--- config.mk ---
export PLATFORM = sky130hd
export DESIGN_NAME = hst_master
export DESIGN_NICKNAME = d
export VERILOG_FILES = /design/src/design/hst_pkg.sv /design/src/design/hst_pin_if.sv /design/src/design/hst_master.sv /design/src/design/hst_pin_sync.sv
export SDC_FILE = /design/constraint.sdc
export NUM_CORES = 1
export LEC_CHECK = 0
export BUFFER_PORTS_ARGS = -buffer_cell sky130_fd_sc_hd__buf_2
export CORE_ASPECT_RATIO = 0.5
export CORE_UTILIZATION = 60
export CTS_BUF_LIST = sky130_fd_sc_hd__clkbuf_8
export DETAILED_ROUTE_END_ITERATION = 8
export GPL_TIMING_DRIVEN = 0
export PLACE_DENSITY_LB_ADDON = 0.2
export SLEW_MARGIN = 30
export SYNTH_ARGS = -nofsm -noshare
export SYNTH_HDL_FRONTEND = slang
export SYNTH_SLANG_ARGS = --single-unit
export TNS_END_PERCENT = 100
--- constraint.sdc ---
create_clock -name ref_clk_i -period 4.2 [get_ports ref_clk_i]
set_clock_uncertainty 0.15 [all_clocks]
set_input_delay 0.21 -clock ref_clk_i [delete_from_list [all_inputs] [get_ports ref_clk_i]]
set_output_delay 0.21 -clock ref_clk_i [all_outputs]
set_load 0.05 [all_outputs]
--- src/design/hst_pkg.sv ---
// What this block does
// - bit rate at most 100k or 400k
// - data fall, clock high: start, busy
// - data rise, clock high: stop, free
// - master makes every start and stop
// - repeated start acts as start
// - nine-bit units, transmitter releases ninth
// - acknowledge pulls low, refusal releases
// - data changes only while clock low
// - first byte: address plus direction bit
// - read up to three bytes
package hst_pkg;
	// system clock
	localparam int CLK_PERIOD_NS = 10;
	// bit periods of the two speeds, in ns
	localparam int BIT_NS_STD    = 10000;
	localparam int BIT_NS_FAST   = 2500;
	// quarter-bit counts; least time, so round up
	localparam int QTR_STD  = (BIT_NS_STD + 4 * CLK_PERIOD_NS - 1) / (4 * CLK_PERIOD_NS);
	localparam int QTR_FAST = (BIT_NS_FAST + 4 * CLK_PERIOD_NS - 1) / (4 * CLK_PERIOD_NS);
	localparam int QCNT_W   = 8;

	// register byte offsets
	localparam logic [4:0] OFS_CTRL   = 5'h00;
	localparam logic [4:0] OFS_ADDR   = 5'h04;
	localparam logic [4:0] OFS_TXBYTE = 5'h08;
	localparam logic [4:0] OFS_STATUS = 5'h0C;
	localparam logic [4:0] OFS_RESULT = 5'h10;
	localparam logic [4:0] OFS_FIELDS = 5'h14;

	// control fields
	localparam int CTRL_GO    = 0;
	localparam int CTRL_READ  = 1;
	localparam int CTRL_WBYTE = 2;
	localparam int CTRL_RSTRT = 3;
	localparam int CTRL_FAST  = 4;
	localparam int CTRL_CNT_L = 5;
	localparam int CTRL_CNT_H = 6;

	// status fields
	localparam int STS_BUSY  = 0;
	localparam int STS_ANAK  = 1;
	localparam int STS_DONE  = 2;
	localparam int STS_DNAK  = 3;
	localparam int STS_REFU  = 4;
	localparam int STS_BBUSY = 5;

	// result layout
	localparam int RES_SIGN  = 23;
	localparam int RES_MSB   = 22;
	localparam int RES_VAL_H = 21;
	localparam int RES_VAL_L = 6;

	// reset values, global address and default read count
	localparam logic [6:0]  ADDR_RST   = 7'h14;
	localparam logic [7:0]  TXBYTE_RST = 8'hA0;
	localparam logic [6:0]  GLOBAL_ADDR = 7'h77;
	localparam logic [1:0]  RD_BYTES   = 2'h3;

	// engine states
	typedef enum logic [2:0] {
		ST_IDLE   = 3'b000,
		ST_START  = 3'b001,
		ST_XFER   = 3'b010,
		ST_RSTART = 3'b011,
		ST_STOP   = 3'b100
	} hst_state_type;

	// kind of nine-bit unit in flight
	typedef enum logic [1:0] {
		U_ADDR = 2'b00,
		U_TX   = 2'b01,
		U_RX   = 2'b10
	} hst_unit_type;
endpackage

--- src/design/hst_pin_if.sv ---
`timescale 1ns/1ps
// raw and filtered bus line levels
interface hst_pin_if;
	logic scl_raw;   // clock line as found on the pin
	logic sda_raw;   // data line as found on the pin
	logic scl_lvl;   // agreed clock level
	logic sda_lvl;   // agreed data level
	modport filt (input scl_raw, input sda_raw, output scl_lvl, output sda_lvl);
	modport ctl  (output scl_raw, output sda_raw, input scl_lvl, input sda_lvl);
endinterface

--- src/design/hst_master.sv ---
`timescale 1ns/1ps
// two-wire bus master that reads and configures the converter
module hst_master
	import hst_pkg::*;
(
	// clock and reset
	input  wire logic        ref_clk_i,
	input  wire logic        reset_i,
	// avalon-mm slave
	input  wire logic [4:0]  avs_address_i,
	input  wire logic        avs_read_i,
	input  wire logic        avs_write_i,
	input  wire logic [31:0] avs_writedata_i,
	output logic [31:0]      avs_readdata_o,
	output logic             avs_waitrequest_o,
	// bus pins, enables low while pulling
	input  wire logic        scl_i,
	output logic             scl_o,
	output logic             scl_oe_n_o,
	input  wire logic        sda_i,
	output logic             sda_o,
	output logic             sda_oe_n_o
);
	hst_pin_if pins ();

	// filtered line levels
	hst_pin_sync u_sync (
		.ref_clk_i (ref_clk_i),
		.reset_i   (reset_i),
		.pins      (pins)
	);
	assign pins.scl_raw = scl_i;
	assign pins.sda_raw = sda_i;

	// software-visible registers
	logic [6:0]    ctrl_r;      // last command word
	logic [6:0]    addr_r;      // target address
	logic [7:0]    txbyte_r;    // channel byte to send
	logic          go_r;        // one-cycle launch request
	logic          wait_r;      // waitrequest flop
	logic [31:0]   rdata_r;     // read data flop
	// engine
	hst_state_type state_r;     // engine state
	hst_unit_type  unit_r;      // unit in flight
	logic [1:0]    phase_r;     // quarter within a bit
	logic [3:0]    bitcnt_r;    // bit within a unit, 8 is the ack slot
	logic [7:0]    shift_r;     // shift register both ways
	logic [1:0]    rxk_r;       // bytes read so far
	logic [23:0]   result_r;    // captured result word
	logic          rd_phase_r;  // current address phase is a read
	logic          busy_r;
	logic          anak_r;      // address refused
	logic          dnak_r;      // channel byte refused
	logic          done_r;
	logic          refu_r;      // command refused locally
	logic          bbusy_r;     // bus busy seen on the lines
	logic          scl_oe_n_r;
	logic          sda_oe_n_r;
	logic          sda_o_r;
	logic          scl_o_r;
	// divider
	logic [QCNT_W-1:0] qcnt_r;
	logic              qtr_tick;
	logic              adv;
	logic              scl_d_r;     // previous agreed clock
	logic              sda_d_r;     // previous agreed data
	logic [1:0]        rd_cnt;      // bytes to read this command
	logic              last_rx;
	logic [10:0]       rsr_cnt_r;   // cycles spent in a repeated start
	// one quarter of slack over an unstretched standard-speed repeated start
	localparam logic [10:0] RSR_LIMIT = 11'(5 * QTR_STD);

	////////////////////////////////////////////////////////////////
	// register read decode, reused by the read path
	function automatic logic [31:0] reg_read(input logic [4:0] ofs);
		logic [31:0] v;
		v = 32'h0;
		case (ofs)
			OFS_CTRL:   v = {25'h0, ctrl_r};
			OFS_ADDR:   v = {25'h0, addr_r};
			OFS_TXBYTE: v = {24'h0, txbyte_r};
			OFS_STATUS: v = {26'h0, bbusy_r, refu_r, dnak_r, done_r, anak_r, busy_r};
			OFS_RESULT: v = {8'h0, result_r};
			// sign and range bits above, value below
			OFS_FIELDS: v = {14'h0, result_r[RES_SIGN], result_r[RES_MSB],
				result_r[RES_VAL_H:RES_VAL_L]};
			default:    v = 32'h0; // unmapped reads as zero
		endcase
		return v;
	endfunction

	////////////////////////////////////////////////////////////////
	// avalon slave: every access answers at its second edge
	always_ff @(posedge ref_clk_i) begin
		if (reset_i) begin
			wait_r  <= 1'b1;
			rdata_r <= 32'h0;
		end else if ((avs_read_i || avs_write_i) && wait_r) begin
			// first edge: latch read data, drop waitrequest
			wait_r  <= 1'b0;
			rdata_r <= reg_read(avs_address_i);
		end else begin
			wait_r <= 1'b1;
		end
	end

	// register writes take effect where waitrequest is low
	always_ff @(posedge ref_clk_i) begin
		if (reset_i) begin
			ctrl_r   <= 7'h0;
			addr_r   <= ADDR_RST;
			txbyte_r <= TXBYTE_RST;
			go_r     <= 1'b0;
		end else begin
			go_r <= 1'b0;
			if (avs_write_i && !wait_r) begin
				case (avs_address_i)
					OFS_CTRL: begin
						// control settings are frozen while a command runs
						if (!busy_r) begin
							ctrl_r <= avs_writedata_i[6:0];
							go_r   <= avs_writedata_i[CTRL_GO];
						end
					end
					OFS_ADDR: begin
						addr_r <= avs_writedata_i[6:0];
					end
					OFS_TXBYTE: begin
						txbyte_r <= avs_writedata_i[7:0];
					end
					default: begin
						// read-only or unmapped: ignored
					end
				endcase
			end
		end
	end

	////////////////////////////////////////////////////////////////
	// quarter-bit divider; restarts whenever idle
	always_ff @(posedge ref_clk_i) begin
		if (reset_i || state_r == ST_IDLE) begin
			qcnt_r <= '0;
		end else if (qtr_tick) begin
			qcnt_r <= '0;
		end else begin
			qcnt_r <= qcnt_r + 1'b1;
		end
	end

	// quarter length per selected speed
	assign qtr_tick = ctrl_r[CTRL_FAST] ? (qcnt_r == QCNT_W'(QTR_FAST - 1))
		: (qcnt_r == QCNT_W'(QTR_STD - 1));
	// a released clock held low by the far side stretches the bit
	assign adv     = qtr_tick && !(phase_r == 2'h2 && scl_oe_n_r && !pins.scl_lvl);
	assign rd_cnt  = (ctrl_r[CTRL_CNT_H:CTRL_CNT_L] == 2'h0) ? RD_BYTES
		: ctrl_r[CTRL_CNT_H:CTRL_CNT_L];
	assign last_rx = (rxk_r + 2'h1) == rd_cnt;

	////////////////////////////////////////////////////////////////
	// line monitor: start and stop as seen on the wires
	always_ff @(posedge ref_clk_i) begin
		if (reset_i) begin
			scl_d_r <= 1'b1;
			sda_d_r <= 1'b1;
			bbusy_r <= 1'b0;
		end else begin
			scl_d_r <= pins.scl_lvl;
			sda_d_r <= pins.sda_lvl;
			if (scl_d_r && pins.scl_lvl && sda_d_r && !pins.sda_lvl) begin
				bbusy_r <= 1'b1;
			end else if (scl_d_r && pins.scl_lvl && !sda_d_r && pins.sda_lvl) begin
				bbusy_r <= 1'b0;
			end
		end
	end

	////////////////////////////////////////////////////////////////
	// transfer engine
	always_ff @(posedge ref_clk_i) begin
		if (reset_i) begin
			state_r    <= ST_IDLE;
			unit_r     <= U_ADDR;
			phase_r    <= 2'h0;
			bitcnt_r   <= 4'h0;
			shift_r    <= 8'h0;
			rxk_r      <= 2'h0;
			result_r   <= 24'h0;
			rd_phase_r <= 1'b0;
			busy_r     <= 1'b0;
			anak_r     <= 1'b0;
			dnak_r     <= 1'b0;
			done_r     <= 1'b0;
			refu_r     <= 1'b0;
			scl_oe_n_r <= 1'b1;
			sda_oe_n_r <= 1'b1;
		end else begin
			case (state_r)
				ST_IDLE: begin
					if (go_r) begin
						anak_r <= 1'b0;
						dnak_r <= 1'b0;
						done_r <= 1'b0;
						refu_r <= 1'b0;
						// a plain read from the global address is never answered
						if (bbusy_r || (ctrl_r[CTRL_READ] && !ctrl_r[CTRL_RSTRT]
							&& addr_r == GLOBAL_ADDR)) begin
							refu_r <= 1'b1;
							done_r <= 1'b1;
						end else begin
							busy_r     <= 1'b1;
							state_r    <= ST_START;
							phase_r    <= 2'h0;
							rxk_r      <= 2'h0;
							rd_phase_r <= ctrl_r[CTRL_READ] && !ctrl_r[CTRL_RSTRT];
						end
					end
				end
				ST_START, ST_RSTART: begin
					if (adv) begin
						phase_r <= phase_r + 2'h1;
						case (phase_r)
							2'h0: sda_oe_n_r <= 1'b1;
							2'h1: begin
								if (state_r == ST_START) begin
									sda_oe_n_r <= 1'b0;
								end else begin
									scl_oe_n_r <= 1'b1;
								end
							end
							2'h2: begin
								if (state_r == ST_START) begin
									scl_oe_n_r <= 1'b0;
								end else begin
									sda_oe_n_r <= 1'b0;
								end
							end
							default: begin
								// address byte with direction in bit 0
								scl_oe_n_r <= 1'b0;
								state_r    <= ST_XFER;
								unit_r     <= U_ADDR;
								bitcnt_r   <= 4'h0;
								shift_r    <= {addr_r, rd_phase_r};
							end
						endcase
					end
				end
				ST_XFER: begin
					if (adv) begin
						phase_r <= phase_r + 2'h1;
						case (phase_r)
							2'h0: begin
								// clock is low here, so data may move
								if (bitcnt_r == 4'h8) begin
									sda_oe_n_r <= (unit_r == U_RX) ? last_rx : 1'b1;
								end else begin
									sda_oe_n_r <= (unit_r == U_RX) ? 1'b1 : shift_r[7];
								end
							end
							2'h1: scl_oe_n_r <= 1'b1;
							2'h2: begin
								// sample with the clock high
								if (bitcnt_r == 4'h8) begin
									if (unit_r == U_ADDR) begin
										anak_r <= pins.sda_lvl;
									end else if (unit_r == U_TX) begin
										dnak_r <= pins.sda_lvl;
									end
								end else begin
									shift_r <= {shift_r[6:0], pins.sda_lvl};
								end
							end
							default: begin
								scl_oe_n_r <= 1'b0;
								if (bitcnt_r != 4'h8) begin
									bitcnt_r <= bitcnt_r + 4'h1;
								end else begin
									bitcnt_r <= 4'h0;
									case (unit_r)
										U_ADDR: begin
											if (anak_r) begin
												state_r <= ST_STOP;
											end else if (rd_phase_r) begin
												unit_r <= U_RX;
											end else if (ctrl_r[CTRL_WBYTE]) begin
												unit_r  <= U_TX;
												shift_r <= txbyte_r;
											end else if (ctrl_r[CTRL_RSTRT]) begin
												state_r    <= ST_RSTART;
												rd_phase_r <= 1'b1;
											end else begin
												state_r <= ST_STOP;
											end
										end
										U_TX: begin
											if (!dnak_r && ctrl_r[CTRL_RSTRT]) begin
												state_r    <= ST_RSTART;
												rd_phase_r <= 1'b1;
											end else begin
												state_r <= ST_STOP;
											end
										end
										default: begin
											// most significant byte arrives first
											result_r <= {result_r[15:0], shift_r};
											rxk_r    <= rxk_r + 2'h1;
											if (last_rx) begin
												state_r <= ST_STOP;
											end
										end
									endcase
								end
							end
						endcase
					end
				end
				ST_STOP: begin
					if (adv) begin
						phase_r <= phase_r + 2'h1;
						case (phase_r)
							2'h0: sda_oe_n_r <= 1'b0;
							2'h1: scl_oe_n_r <= 1'b1;
							2'h2: sda_oe_n_r <= 1'b1;
							default: begin
								state_r <= ST_IDLE;
								busy_r  <= 1'b0;
								done_r  <= 1'b1;
							end
						endcase
					end
				end
				default: begin
					state_r <= ST_IDLE;
				end
			endcase
		end
	end

	// open-drain: the output level is always low
	always_ff @(posedge ref_clk_i) begin
		if (reset_i) begin
			scl_o_r <= 1'b0;
			sda_o_r <= 1'b0;
		end else begin
			scl_o_r <= 1'b0;
			sda_o_r <= 1'b0;
		end
	end

	assign avs_readdata_o    = rdata_r;
	assign avs_waitrequest_o = wait_r;
	assign scl_o             = scl_o_r;
	assign scl_oe_n_o        = scl_oe_n_r;
	assign sda_o             = sda_o_r;
	assign sda_oe_n_o        = sda_oe_n_r;

	////////////////////////////////////////////////////////////////
	// checks
	a_start_shape: assert property (@(posedge ref_clk_i) disable iff (reset_i)
		($fell(sda_oe_n_r) && state_r == ST_START) |-> scl_oe_n_r)
		else $error("start fell while clock was low");
	a_stop_shape: assert property (@(posedge ref_clk_i) disable iff (reset_i)
		($rose(sda_oe_n_r) && state_r == ST_STOP) |-> scl_oe_n_r ##1 state_r == ST_STOP)
		else $error("stop rose while clock was low");
	a_data_clk_low: assert property (@(posedge ref_clk_i) disable iff (reset_i)
		($changed(sda_oe_n_r) && state_r == ST_XFER && $past(state_r) == ST_XFER)
		|-> (!scl_oe_n_r && !$past(scl_oe_n_r)))
		else $error("data moved with clock released");
	a_unit_nine: assert property (@(posedge ref_clk_i) disable iff (reset_i)
		(state_r == ST_XFER && bitcnt_r == 4'h8 && unit_r != U_RX && phase_r != 2'h0)
		|-> sda_oe_n_r)
		else $error("master held data in the ack slot");
	a_rx_ack: assert property (@(posedge ref_clk_i) disable iff (reset_i)
		(state_r == ST_XFER && bitcnt_r == 4'h8 && unit_r == U_RX && phase_r == 2'h2)
		|-> (sda_oe_n_r == last_rx))
		else $error("wrong acknowledge on received byte");
	a_addr_dir: assert property (@(posedge ref_clk_i) disable iff (reset_i)
		($past(state_r) != ST_XFER && state_r == ST_XFER)
		|-> (shift_r == {addr_r, rd_phase_r} && bitcnt_r == 4'h0))
		else $error("address byte badly formed");
	a_rd_limit: assert property (@(posedge ref_clk_i) disable iff (reset_i)
		(state_r == ST_XFER && unit_r == U_RX) |-> (rxk_r < rd_cnt))
		else $error("read ran past its byte count");
	// helper count, so that the length bound needs no long delay range
	always_ff @(posedge ref_clk_i) begin
		if (reset_i || state_r != ST_RSTART) begin
			rsr_cnt_r <= 11'h000;
		end else if (rsr_cnt_r != RSR_LIMIT) begin
			rsr_cnt_r <= rsr_cnt_r + 11'h001;
		end
	end
	a_rsr_read: assert property (@(posedge ref_clk_i) disable iff (reset_i)
		(state_r == ST_RSTART) |-> rd_phase_r)
		else $error("repeated start did not lead to a read");
	a_rsr_length: assert property (@(posedge ref_clk_i) disable iff (reset_i)
		(state_r == ST_RSTART) |-> (rsr_cnt_r < RSR_LIMIT))
		else $error("repeated start took too long");
	a_quarter_len: assert property (@(posedge ref_clk_i) disable iff (reset_i)
		(state_r != ST_IDLE) |-> (qcnt_r < QCNT_W'(QTR_STD)))
		else $error("quarter counter overran");
	a_drive_low: assert property (@(posedge ref_clk_i) disable iff (reset_i)
		!sda_o_r && !scl_o_r)
		else $error("line driven high");
endmodule

--- src/design/hst_pin_sync.sv ---
`timescale 1ns/1ps
// three-flop sampler; a level counts once the last two flops agree
module hst_pin_sync (
	// clock and reset
	input  wire logic ref_clk_i,
	input  wire logic reset_i,
	// lines
	hst_pin_if.filt   pins
);
	logic [2:0] scl_sh_r;   // clock line sampler chain
	logic [2:0] sda_sh_r;   // data line sampler chain
	logic       scl_r;      // agreed clock
	logic       sda_r;      // agreed data

	////////////////////////////////////////////////////////////////
	// sampler chains; idle lines read high
	always_ff @(posedge ref_clk_i) begin
		if (reset_i) begin
			scl_sh_r <= 3'h7;
			sda_sh_r <= 3'h7;
		end else begin
			scl_sh_r <= {scl_sh_r[1:0], pins.scl_raw};
			sda_sh_r <= {sda_sh_r[1:0], pins.sda_raw};
		end
	end

	// only the second and third flops are compared
	always_ff @(posedge ref_clk_i) begin
		if (reset_i) begin
			scl_r <= 1'b1;
			sda_r <= 1'b1;
		end else begin
			if (scl_sh_r[1] == scl_sh_r[2]) begin
				scl_r <= scl_sh_r[2];
			end
			if (sda_sh_r[1] == sda_sh_r[2]) begin
				sda_r <= sda_sh_r[2];
			end
		end
	end

	assign pins.scl_lvl = scl_r;
	assign pins.sda_lvl = sda_r;
endmodule

==> impl_metrics.sql <==
INSERT INTO impl_metrics (metric_group, metric, value, unit) VALUES
('grt', 'first_global_vias', '4942', ''),
('power_and_ir_drop', 'p_leak', '2.501', 'nW'),
('timing', 'max_slew.worst_pin.slew', '0.8200', 'ns'),
('setup_path', 'timing.critical_path.to_type', 'flip-flop', ''),
('grt', 'grt_max_degree', '17', ''),
('setup_path', 'worstPathMaxFanout', '10', ''),
('die', 'die_height', '72.24', 'um'),
('timing', 'timing.slew.headroom', '45.34', '%'),
('route', 'wl', '16.24', 'mm'),
('cells_and_area', 'nFillCells', '771', ''),
('die', 'die_w', '142.5', 'um'),
('route', 'remaining_drc_errors', '0', ''),
('timing', 'maxClockFrequency', '370.3', 'MHz'),
('power_and_ir_drop', 'final_total_pwr', '2.377', 'mW'),
('cells_and_area', 'area_growth_syn_to_layout', '16.23', '%'),
('route', 'drt_iter0_drc', '683', ''),
('die', 'initial_utilization', '62.25', '%'),
('flow_run', 'cap_viol_max_count', '0', ''),
('yosys', 'flip_flop_cell_with_the_highest_count_after_synthesis', 'sky130_fd_sc_hd__dfxtp_1', ''),
('timing', 'timing.final.crit_share', '64.29', '%'),
('yosys', 'most_instantiated_cells_after_synthesis', 'sky130_fd_sc_hd__dfxtp_1 (120), sky130_fd_sc_hd__nand2_1 (84), sky130_fd_sc_hd__nor2_1 (61)', ''),
('placement', 'port_buffers', '45', ''),
('grt', 'grt_usage', '32.64', '%'),
('route', 'route.detailed.wl_per_inst', '17.79', 'um'),
('grt', 'global_route.overflow_total', '0', ''),
('die', 'std_cell_rows', '25', ''),
('setup_path', 'r2r_slack', '1.50', 'ns'),
('clocking', 'clock_sink_count', '120', ''),
('yosys', 'proportion_of_register_bits_with_asynchronous_set_or_reset_after_synthesis', '0', '%'),
('setup_path', 'worstSetupStartpointType', 'flip-flop', ''),
('setup_path', 'reg2reg_depth', '8', ''),
('cells_and_area', 'finish.net_count', '816', ''),
('grt', 'initial_antenna_violation_count', '0', ''),
('timing', 'setup_repair_after_global_routing_missed_its_margin', 'false', ''),
('clocking', 'cts-buffers-inserted', '17', ''),
('yosys', 'yosys.cell_count.top_type', 'sky130_fd_sc_hd__dfxtp_1', ''),
('yosys', 'ys_warn_count', '0', ''),
('timing', 'totalNegativeSetupSlack', '0', 'ns'),
('clocking', 'clock_tree.htree_level_count', '4', ''),
('clocking', 'max-clock-path-buffers', '2', ''),
('die', 'design.portCount', '80', ''),
('yosys', 'post_synth.cell_area_avg', '8.680', 'um^2'),
('yosys', 'synth.largest_area_cell', 'sky130_fd_sc_hd__dfxtp_1', ''),
('yosys', 'synth_edf_count', '0', ''),
('timing', 'finalSetupViolCount', '0', ''),
('power_and_ir_drop', 'power.density', '345.5', 'nW/um^2'),
('setup_path', 'timing.critical_path.to', 'result_r[22]$_SDFFE_PP0P_', ''),
('grt', 'top_usage_layer', 'met2', ''),
('timing', 'fin_crit', '2.700', 'ns'),
('yosys', 'ys_seq_elements', '120', ''),
('clocking', 'postCtsSetupBuffers', '0', ''),
('yosys', 'area_share_of_the_leading_cell_type_in_the_synthesized_netlist', '40.58', '%'),
('clocking', 'path_clk_slew', '0.08', 'ns'),
('setup_path', 'critical_path_arrival', '2.84', 'ns'),
('outcome', 'run_status', 'completed', ''),
('setup_path', 'criticalPathCategory', 'flip-flop to flip-flop', ''),
('die', 'placeableCoreArea', '9509', 'um^2'),
('timing', 'total_count_of_hold_check_failures_in_the_final_report', '0', ''),
('power_and_ir_drop', 'netSwitchingFraction', '24.08', '%'),
('cells_and_area', 'final_layout_size_suffix_gt1_share', '20.69', '%'),
('yosys', 'combined_area_of_all_synthesized_cells', '5919', 'um^2'),
('setup_path', 'regToRegStartpoint', 'state_r[2]$_SDFFE_PP0P_', ''),
('power_and_ir_drop', 'p_int', '1.805', 'mW'),
('yosys', 'synth.distinct_cells', '69', ''),
('clocking', 'latest_clock_arrival_within_the_worst_skew_pair', '0.44', 'ns'),
('route', 'drt_first_pass_iters', '5', ''),
('placement', 'detailedPlacementHpwl', '11.60', 'mm'),
('grt', 'grt_pass1_wl', '25.52', 'mm'),
('timing', 'final-max-slew-violation-count', '0', ''),
('setup_path', 'cp.required', '4.34', 'ns'),
('grt', 'global_route_met3_usage', '7.459', '%');
-- power by group through the flow --
stage | combinational, mW | clock (mW) | sequential, mW
floorplan | 0.0696 | 0 | 1.17
global placement | 0.105 | 0 | 1.17
detailed placement | 0.106 | 0 | 1.17
CTS | 0.114 | 1.12 | 1.14
global route | 0.124 | 1.17 | 1.14
finish | 0.117 | 1.12 | 1.14
-- worst max-delay path, stage by stage, from the launching register on --
cell                       delay (ns)
sky130_fd_sc_hd__dfxtp_1         0.30
sky130_fd_sc_hd__clkbuf_1        0.24
sky130_fd_sc_hd__nor3b_1         0.56
sky130_fd_sc_hd__nand3_1         0.26
sky130_fd_sc_hd__or4_4           0.62
sky130_fd_sc_hd__buf_6           0.16
sky130_fd_sc_hd__buf_8           0.14
sky130_fd_sc_hd__nand2_2         0.07
sky130_fd_sc_hd__a21oi_2         0.04
-- repair_timing --
item                                    in CTS  in global routing
hold buffers                                11                  0
endpoints found under the setup margin       0                  0
hold endpoints to repair                    26                  0
-- registers in the layout, indices dropped and copies added (netlist names), 2 cells and up --
register,flops
avs_readdata_o,24
result_r,24
qcnt_r,8
shift_r,8
txbyte_r,8
addr_r,7
ctrl_r,7
bitcnt_r,4
state_r,3
u_sync.scl_sh_r,3
u_sync.sda_sh_r,3
phase_r,2
rxk_r,2
unit_r,2
-- logic make-up after synthesis --
family | after synthesis | synth area share (%)
multiplexers | 43 | 7.292
buffers and inverters | 68 | 5.580
other | 1 | 0.06335
XOR/XNOR | 8 | 1.184
flip-flops | 120 | 40.58
AO/OA/AOI/OAI | 165 | 20.52
AND/OR/NAND/NOR | 270 | 23.29
adder cells (fa/ha/maj) | 7 | 1.480
-- worst min path at each step --
stage	startpoint	end	slack (ns)
floorplan	scl_i	u_sync.scl_sh_r[0]$_SDFF_PP1_	0.16
global placement	u_sync.sda_sh_r[0]$_SDFF_PP1_	u_sync.sda_sh_r[1]$_SDFF_PP1_	0.24
detailed placement	u_sync.sda_sh_r[0]$_SDFF_PP1_	u_sync.sda_sh_r[1]$_SDFF_PP1_	0.25
CTS	avs_read_i	avs_waitrequest_o$_SDFF_PP1_	0.21
global route	avs_read_i	avs_readdata_o[11]$_SDFFE_PP0P_	0.26
finish	avs_read_i	avs_waitrequest_o$_SDFF_PP1_	0.23
-- final cells by class --
type,instances,area (um^2),area share [%]
buffer,58,292.8,4.255
clock buffer,20,275.3,4.001
clock inverter,11,147.6,2.146
inverter,10,37.54,0.5456
multi-input combinational,503,3221,46.81
sequential,120,2402,34.92
tap,135,168.9,2.455
timing repair buffer,56,335.3,4.874
-- metal layers --
layer,up-vias,share of wire (%)
li1,2603,-
met4,0,3.0
met1,2609,44
met5,-,0
met2,280,44
met3,50,9.1
-- cells in the final DEF, fill, tap and decap left out, drive strengths merged, types with 8 or more instances in the layout --
cell type / instances
a21oi: 56
a22o: 10
a22oi: 17
a32oi: 14
buf: 64
clkbuf: 59
conb: 10
dfxtp: 120
dlygate4sd3: 11
inv: 10
mux2i: 42
nand2: 104
nand3: 19
nor2: 61
nor2b: 10
nor3b: 8
o211ai: 9
o21ai: 13
or2: 13
-- through the flow --
stage                     cells  cell area (um^2)  worst slack (ns)  hold slack (ns)
final                       913              6880             1.500           0.2338
after global routing        913              6880             1.363           0.2618
after CTS                   913              6880             1.568           0.2142
after detailed placement    871              6347             1.587           0.2470
after global placement      871              6347             1.578           0.2428
after floorplan             691              5953             1.855           0.1638
(Power assumes the default switching activity.)
